File: src/rtl/tcrss_regs.svh
`ifndef TCRSS_REGS_SVH
`define TCRSS_REGS_SVH

// Register indices; byte address is four times the index
`define TCRSS_IDX_T2_CLOCK 12'h320
`define TCRSS_IDX_T2_RESET 12'h321
`define TCRSS_IDX_T4_CLOCK 12'h32D
`define TCRSS_IDX_T4_RESET 12'h32E

// Field reset values
`define TCRSS_CLOCK_INIT 4'h0
`define TCRSS_RESET_INIT 5'h00

// Clock source codes
`define TCRSS_CS_PIN 4'h0
`define TCRSS_CS_FOSC4 4'h1
`define TCRSS_CS_FOSC 4'h2
`define TCRSS_CS_FAST 4'h3
`define TCRSS_CS_SLOW 4'h4
`define TCRSS_CS_MED500 4'h5
`define TCRSS_CS_MED32 4'h6
`define TCRSS_CS_SECOND 4'h7
`define TCRSS_CS_EXTERN 4'h8
`define TCRSS_CS_REFCLK 4'h9
`define TCRSS_CS_NCO 4'hA
`define TCRSS_CS_ZERO 4'hB
`define TCRSS_CS_CELL1 4'hC

// Reset source codes
`define TCRSS_RS_PIN 5'h00
`define TCRSS_RS_POST4 5'h02
`define TCRSS_RS_POST2 5'h01
`define TCRSS_RS_CAPTURE 5'h04
`define TCRSS_RS_PWM1 5'h05
`define TCRSS_RS_PWM6 5'h0A
`define TCRSS_RS_CMP1 5'h0B
`define TCRSS_RS_CMP2 5'h0C
`define TCRSS_RS_ZERO 5'h0D
`define TCRSS_RS_CELL1 5'h0E
`define TCRSS_RS_CELL4 5'h11
`define TCRSS_RS_UART1 5'h12
`define TCRSS_RS_UART6 5'h17
`define TCRSS_RS_RESV 5'h18

// Level triggered hardware limit modes
`define TCRSS_MODE_LVL_LOW 5'h16
`define TCRSS_MODE_LVL_HIGH 5'h17

// UART lines idle high; edge history starts there so reset makes no false edge
`define TCRSS_UART_IDLE 6'h3F

// Quarter rate divider terminal count
`define TCRSS_DIV_LAST 2'h3

`endif

File: src/rtl/tcrss_pkg.sv
package tcrss_pkg;

    // On-chip signal sources offered to both timers
    typedef struct packed {
        logic fast_internal_oscillator;
        logic slow_internal_oscillator;
        logic medium_internal_oscillator_500k;
        logic medium_internal_oscillator_32k;
        logic secondary_oscillator;
        logic external_oscillator;
        logic reference_clock_output;
        logic numeric_oscillator_output;
        logic zero_cross_output;
        logic [3:0] logic_cell_output;
        logic [1:0] comparator_output;
        logic capture_compare_output;
        logic [5:0] pwm_output;
        logic [2:0] uart_receive_line;
        logic [2:0] uart_transmit_line;
    } tcrss_src_s;

    // Signals picked for one timer
    typedef struct packed {
        logic clock_tick;
        logic reset_signal;
    } tcrss_sel_s;

    typedef logic [3:0] tcrss_clk_code_t;
    typedef logic [4:0] tcrss_rst_code_t;

endpackage

File: src/rtl/tcrss_source_mux.sv
`timescale 1ns/1ns
`include "tcrss_regs.svh"

module tcrss_source_mux #(
    parameter bit SECOND_TIMER = 1'b0 // Set for the second timer
) (
    input wire tcrss_pkg::tcrss_clk_code_t clock_code, // Clock select field
    input wire tcrss_pkg::tcrss_rst_code_t reset_code, // Reset select field
    input wire tcrss_pkg::tcrss_src_s sources, // Shared sources
    input wire logic [5:0] uart_edge, // Line edges rx1,tx1..rx3,tx3
    input wire logic quarter_tick, // System clock over four
    input wire logic own_pin, // Own remappable input pin
    input wire logic partner_postscaled, // Other timer postscaler
    output tcrss_pkg::tcrss_sel_s selection // Picked clock and reset
);

    logic [4:0] rst_off;

    // Clock source choice
    always_comb
    begin
        selection.clock_tick = 1'b0;
        case (clock_code)
            `TCRSS_CS_PIN: selection.clock_tick = own_pin;
            `TCRSS_CS_FOSC4: selection.clock_tick = quarter_tick;
            `TCRSS_CS_FOSC: selection.clock_tick = 1'b1;
            `TCRSS_CS_FAST: selection.clock_tick = sources.fast_internal_oscillator;
            `TCRSS_CS_SLOW: selection.clock_tick = sources.slow_internal_oscillator;
            `TCRSS_CS_MED500: selection.clock_tick = sources.medium_internal_oscillator_500k;
            `TCRSS_CS_MED32: selection.clock_tick = sources.medium_internal_oscillator_32k;
            `TCRSS_CS_SECOND: selection.clock_tick = sources.secondary_oscillator;
            `TCRSS_CS_EXTERN: selection.clock_tick = sources.external_oscillator;
            `TCRSS_CS_REFCLK: selection.clock_tick = sources.reference_clock_output;
            `TCRSS_CS_NCO: selection.clock_tick = sources.numeric_oscillator_output;
            `TCRSS_CS_ZERO: selection.clock_tick = sources.zero_cross_output;
            default:
                selection.clock_tick = sources.logic_cell_output[clock_code[1:0]];
        endcase

        // Reset source choice; reserved codes give a quiet low
        rst_off = 5'h00;
        selection.reset_signal = 1'b0;
        if (reset_code == `TCRSS_RS_PIN)
            selection.reset_signal = own_pin;
        else if (reset_code == `TCRSS_RS_POST4 && !SECOND_TIMER)
            selection.reset_signal = partner_postscaled;
        else if (reset_code == `TCRSS_RS_POST2 && SECOND_TIMER)
            selection.reset_signal = partner_postscaled;
        else if (reset_code == `TCRSS_RS_CAPTURE)
            selection.reset_signal = sources.capture_compare_output;
        else if (reset_code >= `TCRSS_RS_PWM1 && reset_code <= `TCRSS_RS_PWM6)
        begin
            rst_off = reset_code - `TCRSS_RS_PWM1;
            selection.reset_signal = sources.pwm_output[rst_off[2:0]];
        end
        else if (reset_code == `TCRSS_RS_CMP1)
            selection.reset_signal = sources.comparator_output[0];
        else if (reset_code == `TCRSS_RS_CMP2)
            selection.reset_signal = sources.comparator_output[1];
        else if (reset_code == `TCRSS_RS_ZERO)
            selection.reset_signal = sources.zero_cross_output;
        else if (reset_code >= `TCRSS_RS_CELL1 && reset_code <= `TCRSS_RS_CELL4)
        begin
            rst_off = reset_code - `TCRSS_RS_CELL1;
            selection.reset_signal = sources.logic_cell_output[rst_off[1:0]];
        end
        else if (reset_code >= `TCRSS_RS_UART1 && reset_code <= `TCRSS_RS_UART6)
        begin
            rst_off = reset_code - `TCRSS_RS_UART1;
            selection.reset_signal = uart_edge[rst_off[2:0]];
        end
    end

endmodule

File: src/rtl/tcrss_top.sv
// Contract
// - The 4-bit clock field picks sixteen sources, 0 the pin, 1 system clock over four, 2 it whole.
// - Codes 3 to 15 pick fast, slow, medium 500k and 32k oscillators, then the rest in order.
// - Both timers share the clock map except code 0, which routes each timer's own pin.
// - The 5-bit reset field in bits 4:0 picks the external reset or trigger of the timer.
// - Reset codes 4 to 23 pick capture, six PWM, comparators, zero cross, cells, UART edges.
// - Reset code 0 is the own pin; first timer takes the partner postscaler at 2, second at 1.
// - The clock select registers sit at index 0x320 and 0x32D.
// - The reset select registers sit at index 0x321 and 0x32E.
// - In level hardware limit modes the reset level holds the timer until run and release.
//
// Design decision made here: register access over APB.
`timescale 1ns/1ns
`include "tcrss_regs.svh"

module tcrss_top #(
    parameter int ADDR_W = 14 // APB byte address width
) (
    input wire logic pclk, // Bus clock, 10 MHz
    input wire logic presetn, // Asynchronous reset, active low
    input wire logic psel, // APB select
    input wire logic penable, // APB access phase
    input wire logic pwrite, // APB write
    input wire logic [ADDR_W-1:0] paddr, // APB byte address
    input wire logic [31:0] pwdata, // APB write data
    output logic [31:0] prdata, // APB read data
    output logic pready, // APB ready
    output logic pslverr, // APB error on unmapped address
    input wire tcrss_pkg::tcrss_src_s sources, // Shared on-chip sources
    input wire logic [1:0] own_pin, // Remappable pin per timer
    input wire logic [1:0] postscaled, // Postscaler output per timer
    input wire logic [1:0] run_bit, // Timer run bit per timer
    input wire logic [9:0] hlt_mode, // Hardware limit mode, 5 bits each
    output logic [1:0] clock_tick, // Selected clock per timer
    output logic [1:0] reset_signal, // Selected reset per timer
    output logic [1:0] counter_hold // Hold timer in reset
);

    localparam logic [ADDR_W-1:0] CLK_ADDR [2] = '{
        ADDR_W'({`TCRSS_IDX_T2_CLOCK, 2'b00}),
        ADDR_W'({`TCRSS_IDX_T4_CLOCK, 2'b00})
    };
    localparam logic [ADDR_W-1:0] RST_ADDR [2] = '{
        ADDR_W'({`TCRSS_IDX_T2_RESET, 2'b00}),
        ADDR_W'({`TCRSS_IDX_T4_RESET, 2'b00})
    };

    tcrss_pkg::tcrss_clk_code_t clk_q [2];
    tcrss_pkg::tcrss_rst_code_t rst_q [2];
    tcrss_pkg::tcrss_sel_s sel [2];
    logic [31:0] next_prdata;
    logic next_pready;
    logic next_pslverr;
    logic [31:0] read_mux;
    logic addr_hit;
    logic write_fire;
    logic [1:0] div_cnt;
    logic [1:0] next_div_cnt;
    logic quarter_tick;
    logic [5:0] uart_line;
    logic [5:0] uart_last;
    logic [5:0] next_uart_last;
    logic [5:0] uart_edge;

    // Address decode and read data for the four registers
    always_comb
    begin
        addr_hit = 1'b0;
        read_mux = 32'h0000_0000;
        for (int i = 0; i < 2; i++)
        begin
            if (paddr == CLK_ADDR[i])
            begin
                addr_hit = 1'b1;
                read_mux = {28'h000_0000, clk_q[i]};
            end
            if (paddr == RST_ADDR[i])
            begin
                addr_hit = 1'b1;
                read_mux = {27'h000_0000, rst_q[i]};
            end
        end
    end

    // APB answer, one wait state, ready for one cycle
    always_comb
    begin
        next_pready = psel && penable && !pready;
        next_pslverr = next_pready && !addr_hit;
        next_prdata = 32'h0000_0000;
        if (next_pready && !pwrite && addr_hit)
            next_prdata = read_mux;
    end

    assign write_fire = psel && penable && pready && pwrite && !pslverr;

    // APB answer registers
    always_ff @(posedge pclk or negedge presetn)
    begin
        if (!presetn)
        begin
            pready <= 1'b0;
            pslverr <= 1'b0;
            prdata <= 32'h0000_0000;
        end
        else
        begin
            pready <= next_pready;
            pslverr <= next_pslverr;
            prdata <= next_prdata;
        end
    end

    // System clock over four, one tick in four cycles
    always_comb
    begin
        next_div_cnt = div_cnt + 2'h1;
        quarter_tick = (div_cnt == `TCRSS_DIV_LAST);
    end

    always_ff @(posedge pclk or negedge presetn)
    begin
        if (!presetn)
            div_cnt <= 2'h0;
        else
            div_cnt <= next_div_cnt;
    end

    // Either polarity edge on each UART line
    assign uart_line = {
        sources.uart_transmit_line[2], sources.uart_receive_line[2],
        sources.uart_transmit_line[1], sources.uart_receive_line[1],
        sources.uart_transmit_line[0], sources.uart_receive_line[0]
    };

    always_comb
    begin
        next_uart_last = uart_line;
        uart_edge = uart_line ^ uart_last;
    end

    always_ff @(posedge pclk or negedge presetn)
    begin
        if (!presetn)
            uart_last <= `TCRSS_UART_IDLE;
        else
            uart_last <= next_uart_last;
    end

    // Per timer selection registers, source mux and outputs
    for (genvar t = 0; t < 2; t++)
    begin : g_timer
        tcrss_pkg::tcrss_clk_code_t next_clk;
        tcrss_pkg::tcrss_rst_code_t next_rst;
        logic [4:0] mode;
        logic next_hold;

        assign mode = hlt_mode[5*t +: 5];

        // Field writes; new codes act at once, so software
        // switches sources only with the timer off
        always_comb
        begin
            next_clk = clk_q[t];
            next_rst = rst_q[t];
            if (write_fire && paddr == CLK_ADDR[t])
                next_clk = pwdata[3:0];
            if (write_fire && paddr == RST_ADDR[t])
                next_rst = pwdata[4:0];
        end

        always_ff @(posedge pclk or negedge presetn)
        begin
            if (!presetn)
            begin
                clk_q[t] <= `TCRSS_CLOCK_INIT;
                rst_q[t] <= `TCRSS_RESET_INIT;
            end
            else
            begin
                clk_q[t] <= next_clk;
                rst_q[t] <= next_rst;
            end
        end

        tcrss_source_mux #(
            .SECOND_TIMER(t == 1)
        ) u_mux (
            .clock_code(clk_q[t]),
            .reset_code(rst_q[t]),
            .sources(sources),
            .uart_edge(uart_edge),
            .quarter_tick(quarter_tick),
            .own_pin(own_pin[t]),
            .partner_postscaled(postscaled[1-t]),
            .selection(sel[t])
        );

        // Level hardware limit hold: reset level or run bit clear
        always_comb
        begin
            next_hold = 1'b0;
            if (mode == `TCRSS_MODE_LVL_LOW)
                next_hold = !run_bit[t] || !sel[t].reset_signal;
            else if (mode == `TCRSS_MODE_LVL_HIGH)
                next_hold = !run_bit[t] || sel[t].reset_signal;
        end

        always_ff @(posedge pclk or negedge presetn)
        begin
            if (!presetn)
            begin
                clock_tick[t] <= 1'b0;
                reset_signal[t] <= 1'b0;
                counter_hold[t] <= 1'b0;
            end
            else
            begin
                clock_tick[t] <= sel[t].clock_tick;
                reset_signal[t] <= sel[t].reset_signal;
                counter_hold[t] <= next_hold;
            end
        end
    end
endmodule

File: config.mk
export PLATFORM = sky130hd
export DESIGN_NAME = tcrss_top
export DESIGN_NICKNAME = d
export VERILOG_FILES = /design/src/rtl/tcrss_pkg.sv /design/src/rtl/tcrss_source_mux.sv /design/src/rtl/tcrss_top.sv
export VERILOG_INCLUDE_DIRS = /design/src /design/src/rtl
export SDC_FILE = /design/constraint.sdc
export NUM_CORES = 1
export LEC_CHECK = 0
export ABC_AREA = 1
export BUFFER_PORTS_ARGS = -buffer_cell sky130_fd_sc_hd__buf_4
export CAP_MARGIN = 40
export CORE_MARGIN = 10
export CORE_UTILIZATION = 51
export CTS_BUF_LIST = sky130_fd_sc_hd__clkbuf_8
export DETAILED_ROUTE_END_ITERATION = 8
export PLACE_DENSITY = 0.84
export SYNTH_ARGS = -nofsm -noshare
export SYNTH_HDL_FRONTEND = slang
export SYNTH_SLANG_ARGS = --single-unit
export TNS_END_PERCENT = 30
File: constraint.sdc
create_clock -name pclk -period 2.96 [get_ports pclk]
set_clock_uncertainty 0.15 [all_clocks]
set_input_delay 0.888 -clock pclk [delete_from_list [all_inputs] [get_ports pclk]]
set_output_delay 0.888 -clock pclk [all_outputs]
set_load 0.01 [all_outputs]
==> run_results.csv <==
group,metric,value,unit
status,outcome,"finished clean",
detailed_routing,wirelength,9590,um
sta,clock.fmax,404,MHz
power_and_ir_drop,peakVddDrop,0.000193,V
min_path,min_to,"div_cnt[0]$_DFF_PN0_",
setup_path,timing.rr.start,"rst_q[1]$_DFFE_PN0P_",
logic_synthesis,synth_area,3330,um2
logic_synthesis,synthCells,490,
setup_path,startpoint_type,"flip-flop",
setup_path,cp_max_fo,9,
setup_path,max_stage_delay,0.50,ns
logic_synthesis,synth_top_family_by_area,"simple AND/OR/NAND/NOR gates",
logic_synthesis,synthDistinctLibCells,44,
place,gp_congestion,0.918,
setup_path,crit_path_cell_trace,"inv_1 > ha_1 > nand2_1 > nor3_1 > inv_1 > o21ai_0 > inv_1 > nand2_1 > nand2_1 > nand2_1 > nand2_1 > nand2_1 > nand2_1 > nand2_1 > nand2_1 > nand2_1 > nand2_1",
setup_path,critical_path.top_delay_family,"simple AND/OR/NAND/NOR gates",
place,io_buffers,80,
logic_synthesis,yosys_warnings,0,
clock_tree,ctsHtreeMaxLevel,2,
power_and_ir_drop,switchingPower,0.000299,W
logic_synthesis,synth_edf_count,0,
global_routing,grt_use_total,18.6,%
place,dpl.cell_count,642,
global_routing,grt_overflow_total,0,
clock_tree,cts_resized,0,
logic_synthesis,synth_compound_area_share,15.2,%
detailed_routing,drt-pass1-iter-count,5,
power_and_ir_drop,p_int,0.000876,W
min_path,min_path_cells,1,
power_and_ir_drop,power_frac_comb,15.1,%
clock_tree,numCtsBuffers,5,
global_routing,grt_pass1_wl,15700,um
setup_path,cp_num_buf_inv,3,
logic_synthesis,synth_xor_xnor_area_share,0.790,%
logic_synthesis,synth_mux_area_share,0,%
logic_synthesis,synthFlopType,"dfrtp_1",
global_routing,antenna_found_initial,0,
min_path,min_from,"div_cnt[0]$_DFF_PN0_",
sta,fin_ws,0.486,ns
finish,n_fill_cell,562,
floorplan,die_y,101,um
global_routing,grt_pass1_vias,3477,
floorplan,core,6350,um2
global_routing,grt_max_degree,40,
sta,layout_min_cycle_time,2.47,ns
floorplan,ios,135,
setup_path,crit_type,"reg2reg",
sta,min_period_over_period,83.6,%
detailed_routing,wl_per_cell,14.8,um
job,maxCapViolCount,0,
power_and_ir_drop,p_sw_share,25.4,%
power_and_ir_drop,clkPwrFrac,38.2,%
power_and_ir_drop,powerDensity,293,nW/um2
clock_tree,clockBufferDepth,2,
logic_synthesis,syn_area_per_cell,6.79,um2
min_path,hold_class,"reg2reg",
finish,area_growth,20.7,%
clock_tree,clock-root-buffer,"clkbuf_8",
floorplan,rows,29,
finish,antenna_cells,0,
sta,worstMarginPinSlew,0.663,ns
power_and_ir_drop,power_frac_seq,46.7,%
sta,drv_slew,0,
place,place_ws,0.231,ns
floorplan,die_area,10200,um2
floorplan,initial_core_util,52.4,%
finish,multi_input_area,1880,um2
setup_path,crit_slowest_cell,"dfrtp_1",
clock_tree,cts_tree,"yes",
setup_path,arrival,2.51,ns
finish,drive_gt1_share,21.2,%
floorplan,die_w,101,um
clock_tree,post_cts_buffers,0,
sta,slew_headroom,55.5,%
setup_path,r2r_cells,17,
detailed_routing,drt_iter0_drc,297,
finish,stdcell_count,649,
setup_path,worst_path_most_repeated_cell,"nand2_1",
clock_tree,insertion_delay,0.30,ns
setup_path,reg2reg_to,"counter_hold[1]$_DFF_PN0_",
detailed_routing,viasPerCell,5.29,
logic_synthesis,async_reset_ff_share,100,%
sta,finalSetupViolCount,0,
logic_synthesis,seq_area_frac_synth,29.6,%
clock_tree,hold_buffers,0,
setup_path,r2r_slack,0.49,ns
logic_synthesis,ys_seq_elements,39,
detailed_routing,ant_nets,0,
sta,tns,0,ns
detailed_routing,via_count,3430,
power_and_ir_drop,p_total,0.00117,W
finish,layout.nets,687,
sta,rsz0062_at_grt,"false",
clock_tree,clk_pin_slew,0.08,ns
detailed_routing,drcViolationCount,0,
sta,final-hold-violation-count,0,
finish,regArea,983,um2
setup_path,crit_required,3.00,ns
place,post-dp-hpwl,7680,um
logic_synthesis,synthSimpleGateAreaFrac,30.0,%
clock_tree,cts_sinks,39,
logic_synthesis,synthAdderAreaFrac,7.52,%
power_and_ir_drop,p_leak,2.11,nW
setup_path,worst_setup_path_end_kind,"flip-flop",
==> cell usage after synthesis, types with 2 or more instances <==
master | number | share of area, %
nand2_2 | 4 | 0.75
nand3_1 | 44 | 6.6
a21oi_1 | 20 | 3.0
o21bai_1 | 2 | 0.45
and2_1 | 2 | 0.38
nor3_1 | 7 | 1.1
dfrtp_1 | 33 | 25
nor2_2 | 2 | 0.38
o21ai_1 | 11 | 1.7
buf_2 | 3 | 0.45
xnor2_1 | 2 | 0.53
nor2_1 | 29 | 3.3
clkbuf_1 | 3 | 0.34
inv_1 | 73 | 8.2
nor4_1 | 2 | 0.38
ha_1 | 20 | 7.5
nand2_1 | 115 | 13
dfstp_2 | 6 | 4.7
clkinv_1 | 2 | 0.23
inv_2 | 9 | 1.0
o211ai_1 | 6 | 1.4
o21ai_0 | 37 | 5.6
buf_4 | 29 | 6.5
nand4_1 | 6 | 1.1
a41oi_1 | 3 | 0.79
nand3_2 | 2 | 0.60
==> power by group through the flow <==
stage	sequential [W]	combinational, W	clock (W)
floorplan	0.000561	0.0000895	0
global placement	0.000559	0.000171	0
detailed placement	0.000559	0.000176	0
CTS	0.000549	0.000176	0.000454
global route	0.000550	0.000198	0.000475
finish	0.000549	0.000177	0.000448
==> cell families (layout without fill, tap and decap cells) <==
kind of cell | count (synthesis) | count (layout)
AOI/OAI and AO/OA | 88 | 88
xor gates and xnor gates | 3 | 3
adders and majority gates | 20 | 20
buffers and inverters | 119 | 175
DFF | 39 | 39
other | 1 | 27
and+or+nand+nor | 220 | 220
==> metal layers <==
metal / up-vias / global-route usage, % / part of all wire [%]
li1: 1700 / - / -
met1: 1533 / 21.5 / 39
met2: 177 / 31.7 / 49
met3: 20 / 5.42 / 10
met4: 0 / 6.52 / 2.0
met5: - / 0 / 0
==> cells in the final DEF (no fill, tap or decap), types with 2 or more instances in the layout <==
| master | netlist | layout |
|---|---|---|
| a21oi_1 | 20 | 20 |
| a41oi_1 | 3 | 3 |
| and2_1 | 2 | 2 |
| buf_4 | 29 | 84 |
| clkbuf_8 | 0 | 5 |
| clkinv_1 | 2 | 2 |
| conb_1 | 1 | 27 |
| dfrtp_1 | 33 | 33 |
| dfstp_2 | 6 | 6 |
| ha_1 | 20 | 20 |
| inv_1 | 73 | 73 |
| inv_2 | 9 | 9 |
| nand2_1 | 115 | 115 |
| nand2_2 | 4 | 4 |
| nand3_1 | 44 | 44 |
| nand3_2 | 2 | 2 |
| nand4_1 | 6 | 6 |
| nor2_1 | 29 | 29 |
| nor2_2 | 2 | 2 |
| nor3_1 | 7 | 7 |
| nor4_1 | 2 | 2 |
| o211ai_1 | 6 | 6 |
| o21ai_0 | 37 | 37 |
| o21ai_1 | 11 | 11 |
| o21bai_1 | 2 | 2 |
| xnor2_1 | 2 | 2 |
==> state kept, by name (all words and copies together), names as in the netlist <==
signal	count
rst_q	10
reset_signal	2
pslverr	1
uart_last	6
counter_hold	2
div_cnt	2
clock_tick	2
clk_q	8
prdata	5
pready	1
==> cell type report <==
type                       count  share of cell area, %
clock buffer                   5                   1.71
sequential                    39                   24.5
inverter                      84                   7.86
timing repair buffer          84                   15.7
tap                           77                   2.40
clock inverter                 2                  0.935
multi-input combinational    358                   46.9
==> metrics by stage <==
stage	hold WS [ns]	instance area (um2)	utilization, %
global route	0.305	4010	63.2
CTS	0.290	4010	63.2
detailed placement	0.278	3910	61.5
finish	0.290	4010	63.2
global placement	0.263	3910	61.5
floorplan	0.251	3420	-
==> worst max path at each step <==
stage,slack [ns],cells past startpoint,endpoint,from
detailed placement,0.23,11,prdata[3]$_DFF_PN0_,paddr[13]
global placement,0.34,11,prdata[3]$_DFF_PN0_,paddr[13]
finish,0.49,17,counter_hold[1]$_DFF_PN0_,rst_q[1]$_DFFE_PN0P_
CTS,0.54,17,counter_hold[1]$_DFF_PN0_,rst_q[1]$_DFFE_PN0P_
floorplan,0.61,10,prdata[3]$_DFF_PN0_,paddr[13]
global route,0.23,17,counter_hold[1]$_DFF_PN0_,rst_q[1]$_DFFE_PN0P_
Note: power is estimated with default switching activity, not from simulation.
